==> src/logic/tcc_pkg.sv <==
// Shared constants for the 16-bit timer counter with input capture.
// Assumes one system clock; all users refer to names as tcc_pkg::name.
package tcc_pkg;
  // Counter widths and extreme values
  localparam int          CW         = 16;
  localparam logic [15:0] CNT_MAX    = 16'hffff;
  localparam logic [15:0] CNT_BOTTOM = 16'h0000;
  localparam logic [15:0] CNT_ONE    = 16'h0001;
  localparam logic [15:0] TOP_8BIT   = 16'h00ff;
  localparam logic [15:0] TOP_9BIT   = 16'h01ff;
  localparam logic [15:0] TOP_10BIT  = 16'h03ff;
  // Byte locations on the CPU data bus
  localparam logic [1:0]  ADDR_CNT_LO = 2'h0;
  localparam logic [1:0]  ADDR_CNT_HI = 2'h1;
  localparam logic [1:0]  ADDR_CAP_LO = 2'h2;
  localparam logic [1:0]  ADDR_CAP_HI = 2'h3;
  // Clock select codes
  localparam logic [2:0]  CS_STOP     = 3'h0;
  localparam logic [2:0]  CS_DIV1     = 3'h1;
  localparam logic [2:0]  CS_DIV8     = 3'h2;
  localparam logic [2:0]  CS_DIV64    = 3'h3;
  localparam logic [2:0]  CS_DIV256   = 3'h4;
  localparam logic [2:0]  CS_DIV1024  = 3'h5;
  localparam logic [2:0]  CS_EXT_FALL = 3'h6;
  localparam logic [2:0]  CS_EXT_RISE = 3'h7;
  // Prescaler width and tap masks
  localparam int          PRE_W      = 10;
  localparam logic [9:0]  MASK_8     = 10'h007;
  localparam logic [9:0]  MASK_64    = 10'h03f;
  localparam logic [9:0]  MASK_256   = 10'h0ff;
  localparam logic [9:0]  MASK_1024  = 10'h3ff;
  // Noise filter sample count
  localparam int          FILT_LEN   = 4;
  // Counting sequence classes, Gray ordered
  typedef enum logic [1:0] {
    TCC_NORMAL = 2'b00,
    TCC_CTC    = 2'b01,
    TCC_FAST   = 2'b11,
    TCC_PHASE  = 2'b10
  } tcc_class_e;
  // Mode to counting class; reserved mode 13 counts as normal
  function automatic tcc_class_e tcc_mode_class(input logic [3:0] m);
    case (m)
      4'h1, 4'h2, 4'h3, 4'h8, 4'h9, 4'ha, 4'hb: return TCC_PHASE;
      4'h4, 4'hc:                               return TCC_CTC;
      4'h5, 4'h6, 4'h7, 4'he, 4'hf:             return TCC_FAST;
      default:                                  return TCC_NORMAL;
    endcase
  endfunction
  // Modes where the capture register defines the top value
  function automatic logic tcc_icr_top(input logic [3:0] m);
    return (m == 4'h8) || (m == 4'ha) || (m == 4'hc) || (m == 4'he);
  endfunction
endpackage

==> src/logic/tcc_edge_sampler.sv <==
// Pin sampler: two-flop synchroniser, optional noise filter, edge pulses.
// Assumes an asynchronous input and a synchronously released reset.
`timescale 1ns/100ps
`default_nettype none
module tcc_edge_sampler #(
  parameter int FLEN = tcc_pkg::FILT_LEN   // Filter sample count
) (
  input  wire logic clk,        // System clock
  input  wire logic rst_n,      // Synchronised reset, active low
  input  wire logic din,        // Raw asynchronous input
  input  wire logic enable,     // Filter and detector active
  input  wire logic filter_en,  // Noise filter on
  output logic      rise,       // One-cycle rising pulse
  output logic      fall        // One-cycle falling pulse
);
  // All sampler state
  typedef struct packed {
    logic            sync1;  // First synchroniser stage
    logic            sync2;  // Second synchroniser stage
    logic [FLEN-1:0] hist;   // Recent samples, newest at bit 0
    logic            lvl;    // Level seen by the edge detector
    logic            rise;   // Registered rising pulse
    logic            fall;   // Registered falling pulse
  } tcc_smp_s;

  tcc_smp_s s, next_s;

  // Next state; the pin is sampled whatever its direction
  always_comb begin
    next_s       = s;
    next_s.sync1 = din;
    next_s.sync2 = s.sync1;
    next_s.rise  = 1'b0;
    next_s.fall  = 1'b0;
    // Held while disabled; a level change meanwhile gives an edge on re-enable
    if (enable) begin
      next_s.hist = {s.hist[FLEN-2:0], s.sync2};
      if (!filter_en) begin
        next_s.lvl = s.sync2;
      end else if (&s.hist || ~|s.hist) begin
        next_s.lvl = s.hist[FLEN-1];  // All samples agree
      end
      next_s.rise = next_s.lvl & ~s.lvl;  // Same detector for all
      next_s.fall = ~next_s.lvl & s.lvl;
    end
  end

  // State register
  always_ff @(posedge clk or negedge rst_n) begin
    if (!rst_n) begin
      s <= '0;
    end else begin
      s <= next_s;
    end
  end

  assign rise = s.rise;
  assign fall = s.fall;
endmodule
`default_nettype wire

==> src/logic/tcc_tick_gen.sv <==
// Clock select: prescaler taps or external pin edges to a tick enable.
// Assumes external edges come already synchronised from a sampler.
`timescale 1ns/100ps
`default_nettype none
module tcc_tick_gen (
  input  wire logic       clk,        // System clock
  input  wire logic       rst_n,      // Synchronised reset, active low
  input  wire logic [2:0] clock_sel,  // Clock source code
  input  wire logic       ext_rise,   // External pin rising pulse
  input  wire logic       ext_fall,   // External pin falling pulse
  output logic            tick        // Timer tick enable pulse
);
  // All tick state
  typedef struct packed {
    logic [tcc_pkg::PRE_W-1:0] div;   // Free running prescaler
    logic                      tick;  // Registered tick
  } tcc_tick_s;

  tcc_tick_s s, next_s;

  // Prescaler runs free so taps stay aligned across source changes
  always_comb begin
    next_s     = s;
    next_s.div = s.div + 10'h001;
    case (clock_sel)
      tcc_pkg::CS_DIV1:     next_s.tick = 1'b1;
      tcc_pkg::CS_DIV8:
        next_s.tick = (s.div & tcc_pkg::MASK_8) == tcc_pkg::MASK_8;
      tcc_pkg::CS_DIV64:
        next_s.tick = (s.div & tcc_pkg::MASK_64) == tcc_pkg::MASK_64;
      tcc_pkg::CS_DIV256:
        next_s.tick = (s.div & tcc_pkg::MASK_256) == tcc_pkg::MASK_256;
      tcc_pkg::CS_DIV1024:
        next_s.tick = s.div == tcc_pkg::MASK_1024;
      tcc_pkg::CS_EXT_FALL: next_s.tick = ext_fall;
      tcc_pkg::CS_EXT_RISE: next_s.tick = ext_rise;
      default:              next_s.tick = 1'b0;  // Stopped
    endcase
  end

  // State register
  always_ff @(posedge clk or negedge rst_n) begin
    if (!rst_n) begin
      s <= '0;
    end else begin
      s <= next_s;
    end
  end

  assign tick = s.tick;
endmodule
`default_nettype wire

==> src/logic/tcc_timer.sv <==
// Sixteen-bit timer counter with input capture, byte-wide CPU access.
// Assumes a CPU strobing one byte access per cycle on mclk; compare
// units and interrupt controller sit outside and use the outputs.
`timescale 1ns/100ps
`default_nettype none
module tcc_timer (
  input  wire logic        mclk,                    // System clock
  input  wire logic        nrst,                    // Async reset, low
  input  wire logic [2:0]  clock_sel,               // Clock source
  input  wire logic [3:0]  waveform_mode,           // Counting mode
  input  wire logic        filter_en,               // Noise filter on
  input  wire logic        capture_edge_sel,        // 1 rising capture
  input  wire logic        comparator_capture_sel,  // Comparator source
  input  wire logic        comparator_out,          // Comparator level
  input  wire logic        capture_pin,             // Capture pin
  input  wire logic        ext_clock_pin,           // External clock
  input  wire logic [15:0] compare_top,             // Top from compare A
  input  wire logic        capture_irq_en,          // Capture irq enable
  input  wire logic        overflow_irq_en,         // Overflow irq en
  input  wire logic        capture_flag_clr,        // Write-one clear
  input  wire logic        capture_irq_ack,         // Irq taken, clear
  input  wire logic        overflow_flag_clr,       // Write-one clear
  input  wire logic        overflow_irq_ack,        // Irq taken, clear
  input  wire logic [1:0]  cpu_addr,                // Byte location
  input  wire logic        cpu_wr,                  // Write strobe
  input  wire logic        cpu_rd,                  // Read strobe
  input  wire logic [7:0]  cpu_wdata,               // Write byte
  output logic      [7:0]  cpu_rdata,               // Read byte
  output logic      [15:0] count_value,             // Counter
  output logic      [15:0] capture_value,           // Capture register
  output logic             count_dir,               // 1 counting up
  output logic             top_hit,                 // Counter at top
  output logic             bottom_hit,              // Counter at zero
  output logic             timer_tick,              // Tick pulse
  output logic             overflow_flag,           // Overflow flag
  output logic             capture_flag,            // Capture flag
  output logic             overflow_irq,            // Overflow request
  output logic             capture_irq              // Capture request
);
  // All timer state
  typedef struct packed {
    logic [15:0] cnt;    // Counter
    logic [15:0] cap;    // Capture register
    logic [7:0]  temp;   // Shared high-byte latch
    logic [7:0]  rdata;  // Read data
    logic        dir;    // Count direction
    logic        top;    // At top
    logic        bot;    // At bottom
    logic        ovf;    // Overflow flag
    logic        capf;   // Capture flag
    logic        ovi;    // Overflow request
    logic        capi;   // Capture request
  } tcc_state_s;

  tcc_state_s s, next_s;
  logic [1:0] rst_pipe;    // Reset release stages
  logic       rst_n;       // Synchronised reset
  logic       tick;        // Timer tick
  logic       ext_rise;    // External clock rising
  logic       ext_fall;    // External clock falling
  logic       cap_rise;    // Capture source rising
  logic       cap_fall;    // Capture source falling
  logic       cap_src;     // Selected capture source
  logic       cap_ev;      // Qualified capture event
  logic       icr_top;     // Capture register is top
  logic       wr_cnt_lo;   // Counter low write
  logic       wr_cap_lo;   // Capture low write
  logic [15:0] top_val;    // Current top value
  tcc_pkg::tcc_class_e cls;  // Counting class

  // Reset released through two flops; assertion stays asynchronous
  always_ff @(posedge mclk or negedge nrst) begin
    if (!nrst) begin
      rst_pipe <= 2'h0;
    end else begin
      rst_pipe <= {rst_pipe[0], 1'b1};
    end
  end
  assign rst_n = rst_pipe[1];

  // Source mux ahead of the synchroniser; a switch may capture
  assign cap_src = comparator_capture_sel ? comparator_out : capture_pin;
  assign cls     = tcc_pkg::tcc_mode_class(waveform_mode);
  assign icr_top = tcc_pkg::tcc_icr_top(waveform_mode);
  assign cap_ev  = capture_edge_sel ? cap_rise : cap_fall;
  assign wr_cnt_lo = cpu_wr && cpu_addr == tcc_pkg::ADDR_CNT_LO;
  assign wr_cap_lo = cpu_wr && cpu_addr == tcc_pkg::ADDR_CAP_LO;

  // External clock pin sampler, no filter
  tcc_edge_sampler u_ext (
    .clk       (mclk),
    .rst_n     (rst_n),
    .din       (ext_clock_pin),
    .enable    (1'b1),
    .filter_en (1'b0),
    .rise      (ext_rise),
    .fall      (ext_fall)
  );

  // Capture sampler, same logic as the clock pin
  tcc_edge_sampler u_cap (
    .clk       (mclk),
    .rst_n     (rst_n),
    .din       (cap_src),
    .enable    (!icr_top),
    .filter_en (filter_en),
    .rise      (cap_rise),
    .fall      (cap_fall)
  );

  // Tick source selection
  tcc_tick_gen u_tick (
    .clk       (mclk),
    .rst_n     (rst_n),
    .clock_sel (clock_sel),
    .ext_rise  (ext_rise),
    .ext_fall  (ext_fall),
    .tick      (tick)
  );

  // Top value by mode; fixed tops for the 8/9/10-bit modes
  always_comb begin
    case (waveform_mode)
      4'h1, 4'h5:             top_val = tcc_pkg::TOP_8BIT;
      4'h2, 4'h6:             top_val = tcc_pkg::TOP_9BIT;
      4'h3, 4'h7:             top_val = tcc_pkg::TOP_10BIT;
      4'h8, 4'ha, 4'hc, 4'he: top_val = s.cap;
      4'h4, 4'h9, 4'hb, 4'hf: top_val = compare_top;
      default:                top_val = tcc_pkg::CNT_MAX;
    endcase
  end

  // Next state of counter, latch, capture and flags
  always_comb begin
    next_s = s;
    // Byte reads; a low read loads the latch
    if (cpu_rd) begin
      case (cpu_addr)
        tcc_pkg::ADDR_CNT_LO: begin
          next_s.rdata = s.cnt[7:0];
          next_s.temp  = s.cnt[15:8];
        end
        tcc_pkg::ADDR_CAP_LO: begin
          next_s.rdata = s.cap[7:0];
          next_s.temp  = s.cap[15:8];
        end
        default: next_s.rdata = s.temp;  // High bytes come from latch
      endcase
    end
    // High byte writes land in the shared latch only
    if (cpu_wr && (cpu_addr == tcc_pkg::ADDR_CNT_HI ||
                   cpu_addr == tcc_pkg::ADDR_CAP_HI)) begin
      next_s.temp = cpu_wdata;
    end
    // Overflow clear ahead of counting so a new overflow wins
    if (overflow_flag_clr || overflow_irq_ack) begin
      next_s.ovf = 1'b0;
    end
    // Counting sequence on each tick
    if (tick) begin
      case (cls)
        tcc_pkg::TCC_PHASE: begin
          if (s.dir) begin
            if (s.cnt >= top_val) begin
              next_s.dir = 1'b0;  // Turn at top
              next_s.cnt = s.cnt - tcc_pkg::CNT_ONE;
            end else begin
              next_s.cnt = s.cnt + tcc_pkg::CNT_ONE;
            end
          end else if (s.cnt == tcc_pkg::CNT_BOTTOM) begin
            next_s.dir = 1'b1;  // Turn at bottom, overflow there
            next_s.cnt = s.cnt + tcc_pkg::CNT_ONE;
            next_s.ovf = 1'b1;
          end else begin
            next_s.cnt = s.cnt - tcc_pkg::CNT_ONE;
          end
        end
        tcc_pkg::TCC_FAST: begin
          next_s.dir = 1'b1;
          if (s.cnt == top_val) begin
            next_s.cnt = tcc_pkg::CNT_BOTTOM;  // Clear at top
            next_s.ovf = 1'b1;
          end else begin
            next_s.cnt = s.cnt + tcc_pkg::CNT_ONE;
          end
        end
        tcc_pkg::TCC_CTC: begin
          next_s.dir = 1'b1;
          // Counter above a lowered top runs on to max and wraps
          if (s.cnt == top_val) begin
            next_s.cnt = tcc_pkg::CNT_BOTTOM;
          end else begin
            next_s.cnt = s.cnt + tcc_pkg::CNT_ONE;
          end
          if (s.cnt == tcc_pkg::CNT_MAX) begin
            next_s.ovf = 1'b1;
          end
        end
        default: begin
          next_s.dir = 1'b1;
          next_s.cnt = s.cnt + tcc_pkg::CNT_ONE;
          if (s.cnt == tcc_pkg::CNT_MAX) begin
            next_s.ovf = 1'b1;
          end
        end
      endcase
    end
    // CPU write wins, with or without a running tick
    if (wr_cnt_lo) begin
      next_s.cnt = {s.temp, cpu_wdata};
    end
    // Capture overwrites unread values
    if (cap_ev) begin
      next_s.cap = s.cnt;
    end else if (wr_cap_lo && icr_top) begin
      next_s.cap = {s.temp, cpu_wdata};
    end
    // Flags: clear first so a same-cycle event wins
    if (capture_flag_clr || capture_irq_ack) begin
      next_s.capf = 1'b0;
    end
    if (cap_ev) begin
      next_s.capf = 1'b1;
    end
    next_s.capi = next_s.capf && capture_irq_en;
    next_s.ovi  = next_s.ovf && overflow_irq_en;
    next_s.top  = next_s.cnt == top_val;
    next_s.bot  = next_s.cnt == tcc_pkg::CNT_BOTTOM;
  end

  // State register; direction starts up
  always_ff @(posedge mclk or negedge rst_n) begin
    if (!rst_n) begin
      s     <= '0;
      s.dir <= 1'b1;
      s.bot <= 1'b1;
    end else begin
      s <= next_s;
    end
  end

  // Outputs straight from state flops
  assign cpu_rdata     = s.rdata;
  assign count_value   = s.cnt;
  assign capture_value = s.cap;
  assign count_dir     = s.dir;
  assign top_hit       = s.top;
  assign bottom_hit    = s.bot;
  assign timer_tick    = tick;
  assign overflow_flag = s.ovf;
  assign capture_flag  = s.capf;
  assign overflow_irq  = s.ovi;
  assign capture_irq   = s.capi;
endmodule
`default_nettype wire

==> config.mk <==
export PLATFORM = sky130hd
export DESIGN_NAME = tcc_timer
export DESIGN_NICKNAME = d
export VERILOG_FILES = /design/src/logic/tcc_pkg.sv /design/src/logic/tcc_edge_sampler.sv /design/src/logic/tcc_tick_gen.sv /design/src/logic/tcc_timer.sv
export SDC_FILE = /design/constraint.sdc
export NUM_CORES = 1
export LEC_CHECK = 0
export BUFFER_PORTS_ARGS = -buffer_cell sky130_fd_sc_hd__buf_4
export CAP_MARGIN = 0
export CORE_MARGIN = 4
export CORE_UTILIZATION = 40
export DETAILED_ROUTE_END_ITERATION = 10
export GPL_TIMING_DRIVEN = 0
export PLACE_DENSITY_LB_ADDON = 0.1
export REMOVE_ABC_BUFFERS = 1
export SETUP_SLACK_MARGIN = 0.15
export SYNTH_ARGS = -nofsm -noshare
export SYNTH_HDL_FRONTEND = slang
export SYNTH_SLANG_ARGS = --single-unit
==> constraint.sdc <==
create_clock -name mclk -period 2.3 [get_ports mclk]
set_input_delay 0.115 -clock mclk [delete_from_list [all_inputs] [get_ports mclk]]
set_output_delay 0.115 -clock mclk [all_outputs]
set_load 0.01 [all_outputs]
Word-level counts from Yosys, hierarchy flattened:

Memory sizes are Yosys's and may differ from the RTL's.
Cells that the tools add are included.

* register bits: 82
* output and inout port bits: 48
* input port bits: 49
* memories: 1
* memory bits (read-only): 32
* word-level logic and storage cells: 135

* reductions and logical operators: 29
* equal/unequal tests: 34
* multiplexer cells: 34
* add/subtract/negate cells: 3
* magnitude comparators: 1
* bitwise gates (word level): 8

Memory list
* (no name shown): depth 16, width 2, read ports 1, clocked after memory_dff 0, wr ports 0, RTL line tcc_pkg.sv:43 `case (m)`

Operator list (count)
* $mux 16: 9
* $pmux 16 s5: 1
* $eq 16x16->1: 2
* $logic_not 16->1: 2
* $pmux 16 s2: 1
* $pmux 8 s2: 2
* $eq 4x4->1 const B: 7
* $mux 1: 17
* $add 16x1->16 const B: 1
* $eq 16x16->1 const B: 1
* $eq 4x3->1 const B: 4
* $ge 16x16->1: 1
* $sub 16x1->16 const B: 1
* $eq 3x3->1 const B: 5
* $reduce_or 4->1: 3
* $add 10x1->10 const B: 1
* $eq 10x10->1 const B: 1
* $eq 2x2->1 const B: 4
* $eq 4x2->1 const B: 2
* $eq 8x8->1 const B: 1
* $mux 8: 1
* $reduce_or 2->1: 4
* $logic_or 1x1->1: 7
* $pmux 1 s7: 1
* other kinds (16): 30

Longest topological paths before layout:

Gate-level depths: netlist of run 1.

* word-level depth: 10
* gate-level depth with buffers: 20
* mapped depth without buffers: 17

By module:

From an unflattened synthesis of run 1, not the netlist that was laid out.

* cell total of the unflattened synthesis: 836
* area, all modules: 6999.2 um^2

Modules (own cells, without submodules)
* tcc_timer: area each 5795.6 um^2, cells each 733, seq. area each 1428.9 um^2, instances 1
* tcc_edge_sampler: area each 359.1 um^2, cells each 31, seq. area each 225.2 um^2, instances 2
* tcc_tick_gen: area each 485.5 um^2, cells each 41, seq. area each 275.3 um^2, instances 1

Worst setup path before layout of run 1:

OpenSTA, ideal clock, no wires.

* path kind: input to register
* start point: in waveform_mode[0]
* end point: reg s, in the netlist top_hit
* setup slack: -1466 ps
* path buffers: 4
* setup time: 101 ps
* arrival: 3665 ps
* stages: 18
* data required time: 2199 ps
* cell sequence: clkbuf_1 > clkbuf_1 > buf_1 > o21ai_0 > o21ai_0 > inv_1 > ha_1 > nand4_1 > nor3_1 > a211o_1 > or2_2 > clkbuf_2 > a31oi_1 > or3_1 > a21oi_2 > xnor2_1 > or4_1 > nor4_1

RTL lines
* start, declared: RTL line tcc_timer.sv:10 `input wire logic [3:0] waveform_mode,`
* end signal, assigned: RTL line tcc_timer.sv:238 `s <= next_s;`
* end, declared: RTL line tcc_timer.sv:55 `tcc_state_s s, next_s;`

==> metrics.cfg, run 1 <==
[cts]
path_clk_slew_ns=0.07
cts_sinks=82
clock_latency_ns=0.36
root_buffer=clkbuf_16
clk_path_buf_depth=2
htreeDepth=3
cts_tree=built
cts_buffers=9

[route]
postRouteAntennaNets=0
met3_length_um=2500
wl_met1_um=11100
routed_wl_um=26600
routed.top_layer=met4
firstDrtPassIters=6
dr.first_iter.drc_count=764
drc=0
viasPerCell=6.08
wire_per_inst_um=23.8
wl_met2_um=12300
vias=6803

[sta]
tightest_slew_ns=1.19
finalHoldViolCount=0
fin_ws_ns=-1.43
fmax_mhz=268
skew_ns=0.0120
slew_violations=0
fin_crit_ns=3.73
slew_headroom_pct=20.7
rsz0062_at_grt=yes
finalCritPeriodShare_pct=162
setup_viol=21

[die]
io_pins=97
die-area_um2=18300
core_area_um2=15900
die_y_um=135
initial_core_util_pct=40.8
rows=46
die_w_um=135

[setup_path]
r2r_cells=15
required_ns=2.54
r2r_end=top_hit$_DFF_PN0_
crit_fanout=4
critPathLaunchType=flop
reg2reg_slack_ns=-1.43
endpoint_kind=flop
rr_startpoint=capture_value[6]$_DFFE_PN0P_
worstPathArrival_ns=3.98
critPathKind=reg2reg
startpoint=capture_value[6]$_DFFE_PN0P_

[synthesis]
async_flop_share_pct=100
yosys_most_used_dff=dfrtp_1
synth_seq_cells=82
synth_top_area_share_pct=30.9
yosysWarnings=0
synthCells=783
yosysUniqueCellTypes=83
synth_area_um2=6480
yosysSeqAreaShare_pct=31.7
synth-edff-count=0
yosys.area.top_type=dfrtp_1
avgSynthCellArea_um2=8.27
netlist_top_cells_area=dfrtp_1, mux2i_1, buf_4, nor2_1, ha_1

[power]
leakage_nw=3.85
vdd_drop_max_uv=512
power.total_mw=8.60
power_density_nw_per_um2=963

[global_routing]
grt_overflow_total=0
grt_pass1_wl_um=39800
antenna_found_initial=0
grt_util_all_layers_pct=28.5
grt_pass1_vias=6581
grt_max_degree=44

[status]
status=finished with violations
violations=setup timing

[min_path]
holdPathEnd=capture_flag$_DFF_PN0_
holdCritPathClass=in2reg
hp-start=capture_flag_clr
min_path_cells=4

[flow_run]
cap_viol_max_count=0

[placement]
gp_congestion=0.900
post-dp-hpwl_um=17600
port_buffers=96

[cells_and_area]
antenna_cells=0
multi_input_area_um2=4570
post-route-util_pct=56.2
fill_cells=1455
syn2layout_area_growth_pct=37.8
fin_nets=968
drive_gt1_share_pct=40.2
register_area_um2=2080

-- cell usage after synthesis (all sizes together) (9+ instances only) --
master,count
o22a,11
o22ai,12
nand4,9
a21oi,52
nand2,66
xnor2,19
xor2,12
and3,14
nor3,21
mux2,16
inv,20
and2,10
nand3,21
dfrtp,80
mux2i,34
buf,52
nor4,11
nor2,72
nor2b,17
a31oi,13
o21ai,52
clkbuf,41
ha,21
-- state kept, by name (all words and copies together) (netlist names) --
name	count
count_dir	1
capture_irq	1
cpu_rdata	8
overflow_irq	1
capture_value	16
u_cap.s	6
capture_flag	1
u_tick.tick	1
bottom_hit	1
u_tick.s	10
u_ext.rise	1
top_hit	1
s	8
u_cap.fall	1
overflow_flag	1
u_ext.fall	1
rst_pipe	2
u_cap.rise	1
u_ext.s	2
u_ext.next_s	1
count_value	16
u_cap.next_s	1
-- worst max-delay path: stages (launching register included) --
cell	delay, ns
dfrtp_1	0.40
o22a_1	0.23
o22ai_4	0.15
ha_1	0.28
nand4_1	0.11
buf_6	0.14
nor3_2	0.05
a211o_1	0.39
o21ai_4	0.26
a21oi_4	0.12
buf_4	0.18
buf_4	0.16
a21oi_4	0.18
xnor2_1	0.09
or4_4	0.55
nor4_4	0.33
-- stage by stage --
stage          cell area [um^2]  cells  setup WS, ns  hold slack, ns  TNS [ns]
6_report                   8930   1119         -1.43          0.0177    -13.65
5_1_grt                    8930   1119         -1.47          0.0241    -15.16
4_1_cts                    8520   1098         -1.29          0.0111    -12.88
3_5_place_dp               7020   1005         -3.71          -0.100    -55.64
3_3_place_gp               6950   1002         -3.73          -0.102   -189.60
2_1_floorplan              5960    690         -1.51          -0.181    -37.68
-- routing by layer --
metal  track usage (%)  vias up
met2              45.0      405
met4              9.29        0
met3              4.83       58
met5                 0        -
met1              39.9     3314
li1                  -     3026
-- power by group --
group | internal [mW] | switching (mW)
Sequential | 1.80 | 0.763
Clock | 0.775 | 0.695
Combinational | 2.21 | 2.35
-- cells by family after synthesis --
kind of cell             after synthesis  synth area share (%)
buffers and inverters                114                  9.18
XOR/XNOR                              31                  4.19
AND/OR/NAND/NOR                      282                  22.2
adder cells (fa/ha/maj)               21                  4.06
AO/OA/AOI/OAI                        202                  20.5
multiplexers                          50                  8.04
other                                  1                0.0579
flip-flops                            82                  31.7
-- layout by cell type, fill, tap and decap left out, drive strengths merged, types with 5 or more instances in the layout --
| cell | n |
|---|---|
| xnor2 | 19 |
| nand4 | 9 |
| a211oi | 5 |
| ha | 21 |
| nor2 | 72 |
| nor4 | 11 |
| a31oi | 13 |
| or2 | 8 |
| dlygate4sd3 | 7 |
| o211ai | 8 |
| nand2 | 66 |
| or4 | 6 |
| nand2b | 6 |
| o21ai | 52 |
| xor2 | 12 |
| nor2b | 17 |
| mux2 | 16 |
| and3 | 14 |
| o22ai | 12 |
| nor3b | 5 |
| clkbuf | 10 |
| nand3 | 21 |
| dfrtp | 80 |
| a21oi | 52 |
| o22a | 11 |
| nor3 | 21 |
| or3 | 8 |
| inv | 22 |
| mux2i | 35 |
| and2 | 10 |
| buf | 189 |
-- worst max path at each step --
| stage | slack (ns) | to | depth (start not counted) |
|---|---|---|---|
| floorplan | -1.51 | top_hit$_DFF_PN0_ | 14 |
| global placement | -3.73 | top_hit$_DFF_PN0_ | 11 |
| detailed placement | -3.71 | top_hit$_DFF_PN0_ | 15 |
| CTS | -1.29 | top_hit$_DFF_PN0_ | 15 |
| global route | -1.47 | top_hit$_DFF_PN0_ | 15 |
| finish | -1.43 | top_hit$_DFF_PN0_ | 15 |
-- layout make-up --
| class | instances | share of cell area, % |
|---|---|---|
| timing repair buffer | 196 | 18.3 |
| multi-input combinational | 588 | 51.2 |
| sequential | 82 | 23.3 |
| inverter | 21 | 0.939 |
| clock buffer | 10 | 2.68 |
| clock inverter | 6 | 0.547 |
| tap | 216 | 3.03 |
-- repair_timing --
action                     in CTS  in global routing
pin swaps                      44                 43
hold buffers                    7                  0
resized for setup             134                 57
setup endpoints to repair      37                 21
gates cloned                    1                  0
hold endpoints to repair        7                  0
buffers inserted               69                 21
Power figures use the tool's default switching activity.
==> run 2, diff against run 1 <==
ABC_AREA = 1   (was default)
==> metrics.cfg, run 2 <==
[status]
status=finished with violations
violations=setup timing

[sta]
slew_headroom_pct=25.3  ; +4.6 points
fmax_mhz=350  ; +31%
fin_crit_ns=2.86  ; -0.875 ns
finalHoldViolCount=0  ; unchanged
fin_ws_ns=-0.559  ; +0.875 ns
slew_violations=0  ; unchanged
rsz0062_at_grt=yes
finalCritPeriodShare_pct=124  ; -38 points
tightest_slew_ns=1.11  ; -0.0758 ns
setup_viol=17  ; -19%
skew_ns=0.0116  ; -0.000309 ns

[placement]
post-dp-hpwl_um=14800  ; -16%
port_buffers=96  ; unchanged
place_inst=1074  ; +6.9%
gp_congestion=0.893  ; -0.77%
placed_cell_area_um2=6770  ; -3.5%

[cells_and_area]
drive_gt1_share_pct=36.3  ; -3.9 points
antenna_cells=0  ; unchanged
fin_nets=1030  ; +6.4%
final_area_um2=8220  ; -7.9%
final_cells=1153  ; +3.0%
final_common_cell=nand2_1
final_cell_mix=nand2_1, buf_4, dfrtp_1
fill_cells=1445  ; -0.69%
syn2layout_area_growth_pct=33.7

[setup_path]
crit_fanout=6  ; +2
worstPathArrival_ns=3.14  ; -0.84 ns
r2r_cells=19  ; +4
endpoint_kind=flop
critPathLaunchType=flop
critPathKind=reg2reg
required_ns=2.58  ; +0.04 ns

[cts]
cts_buffers=9  ; unchanged
cts_sinks=82  ; unchanged
clock_latency_ns=0.34  ; -0.02 ns
clk_path_buf_depth=2  ; unchanged
htreeDepth=3  ; unchanged
root_buffer=clkbuf_16
path_clk_slew_ns=0.07  ; about the same
cts_tree=built

[synthesis]
synth-edff-count=0  ; unchanged
yosys.area.top_type=dfrtp_1
avgSynthCellArea_um2=7.25  ; -12%
async_flop_share_pct=100  ; unchanged
yosysMostFrequentCell=nand2_1
yosysUniqueCellTypes=52  ; -37%
synth_seq_cells=82  ; unchanged
synth_top_area_share_pct=32.6  ; +1.7 points
netlist_top_cells_area=dfrtp_1, nand2_1, buf_4, inv_1, ha_1
synth_area_um2=6150  ; -5.1%
ys_top_cells_by_count=nand2_1, dfrtp_1, inv_1
yosysSeqAreaShare_pct=33.4  ; +1.7 points
yosys_most_used_dff=dfrtp_1
synthCells=848  ; +8.3%
yosysWarnings=0  ; unchanged

[die]
die_w_um=132  ; -2.4%
die_y_um=132  ; -2.4%
initial_core_util_pct=40.6  ; -0.19 points
die-area_um2=17400  ; -4.8%
rows=45  ; -2.2%
core_area_um2=15100  ; -4.7%
io_pins=97  ; unchanged

[route]
routed_wl_um=20900  ; -21%
viasPerCell=5.25  ; -14%
firstDrtPassIters=5  ; -1
drc=0  ; unchanged
postRouteAntennaNets=0  ; unchanged
vias=6056  ; -11%
dr.first_iter.drc_count=509  ; -33%
wire_per_inst_um=18.1  ; -24%

[flow_run]
cap_viol_max_count=0  ; unchanged

[min_path]
holdCritPathClass=in2reg
min_path_cells=2  ; -2

[global_routing]
grt_util_all_layers_pct=22.5  ; -6.0 points
grt_overflow_total=0  ; unchanged
grt_pass1_vias=5526  ; -16%
antenna_found_initial=0  ; unchanged
grt_pass1_wl_um=30700  ; -23%
grt_max_degree=52  ; +18%

[power]
leakage_nw=3.88  ; +0.83%
vdd_drop_max_uv=453  ; -12%
power_density_nw_per_um2=916  ; -4.8%

-- run 2: cell count changes in the layout (fill, tap and decap cells not counted), sizes merged, moves of 17 or more --
cell    before  now
nand2       66  242
inv         22  100
buf        189  156
mux2i       35    2
nand3       21   48
nor2b       17    0
o211ai       8   25
-- run 2: layer usage --
layer | vias up | global-route usage [%] | wire length [um]
li1 | 2962 | - | -
met1 | 2868 | 31.3 | 9160
met2 | 196 | 36.6 | 10000
met3 | 30 | 3.85 | 1230
met4 | 0 | 5.78 | 488
met5 | - | 0 | 0
-- run 2: stage by stage --
step	hold WS, ns	setup slack [ns]	utilization (%)	setup TNS, ns	power (mW)
3_5_place_dp	-0.102	-1.61	44.7	-21.66	5.13
2_1_floorplan	-0.181	-0.678	-	-22.79	3.91
5_1_grt	0.0117	-0.684	54.3	-5.02	8.00
6_report	0.0152	-0.559	54.3	-2.71	7.53
3_3_place_gp	-0.101	-2.25	44.3	-151.55	5.10
4_1_cts	0.00244	-0.616	50.6	-3.38	7.05
-- run 2: logic make-up (layout without fill, tap and decap cells) --
kind of cell / Yosys count / in the layout / synth area share [%]
simple gates: 389 / 389 / 28.6
buf+inv: 164 / 280 / 12.8
fa+ha+maj: 21 / 21 / 4.27
flops: 82 / 82 / 33.4
xor+xnor: 29 / 29 / 4.13
compound gates: 160 / 160 / 16.4
mux: 2 / 3 / 0.346
other cells: 1 / 1 / 0.0610
-- run 2: what timing repair did --
item / CTS / global route
pin swaps: 35 / 43
setup buffers: 32 / 26
resized for setup: 86 / 82
setup endpoints to repair: 21 / 31
cloned: 0 / 2
hold buffers: 3 / 0
endpoints found under the hold margin: 4 / 0
-- run 2: final cells by class --
class                           instances  area (um^2)  area share, %
Multi-Input combinational cell        603         3810           46.4
Clock inverter                          5         62.6          0.761
Inverter                              104          449           5.47
Sequential cell                        82         2070           25.1
Timing Repair inverter                  1         8.76          0.107
Tap cell                              188          235           2.86
Clock buffer                           11          233           2.83
Timing Repair Buffer                  159         1350           16.4
-- run 2: power by group --
part / leakage [nW] / switching (mW) / internal, mW / total (mW)
clock network: 0.136 / 0.609 / 0.849 / 1.46
registers: 0.982 / 0.506 / 1.76 / 2.27
logic: 2.77 / 2.15 / 1.65 / 3.81
-- run 2: final timing paths --
check / startpoint / endpoint / slack (ns)
max: capture_value[10]$_DFFE_PN0P_ / top_hit$_DFF_PN0_ / -0.56
max reg2reg: capture_value[10]$_DFFE_PN0P_ / top_hit$_DFF_PN0_ / -0.56
min: comparator_out / u_cap.next_s[7]$_DFF_PN0_ / 0.02
max in group asynchronous: rst_pipe[1]$_DFF_PN0_ / bottom_hit$_DFF_PN1_ / 1.39
min reg2reg: rst_pipe[1]$_DFF_PN0_ / u_tick.s[10]$_DFF_PN0_ / 0.27
min in group asynchronous: nrst / rst_pipe[0]$_DFF_PN0_ / 0.08
-- run 2: worst max-delay path, cell delays in order (launching register included) --
cell      delay, ns
dfrtp_2        0.43
a221oi_4       0.35
ha_1           0.19
nand2_1        0.05
nor2_1         0.15
nand2_2        0.10
o21ai_2        0.15
nor2_2         0.07
nand2_4        0.14
nand2_8        0.10
buf_6          0.13
buf_6          0.10
nand3_2        0.04
nand4_1        0.08
nand2_1        0.08
nand2_1        0.07
nand2_2        0.11
xor2_2         0.21
nand3_1        0.12
nor2_2         0.12
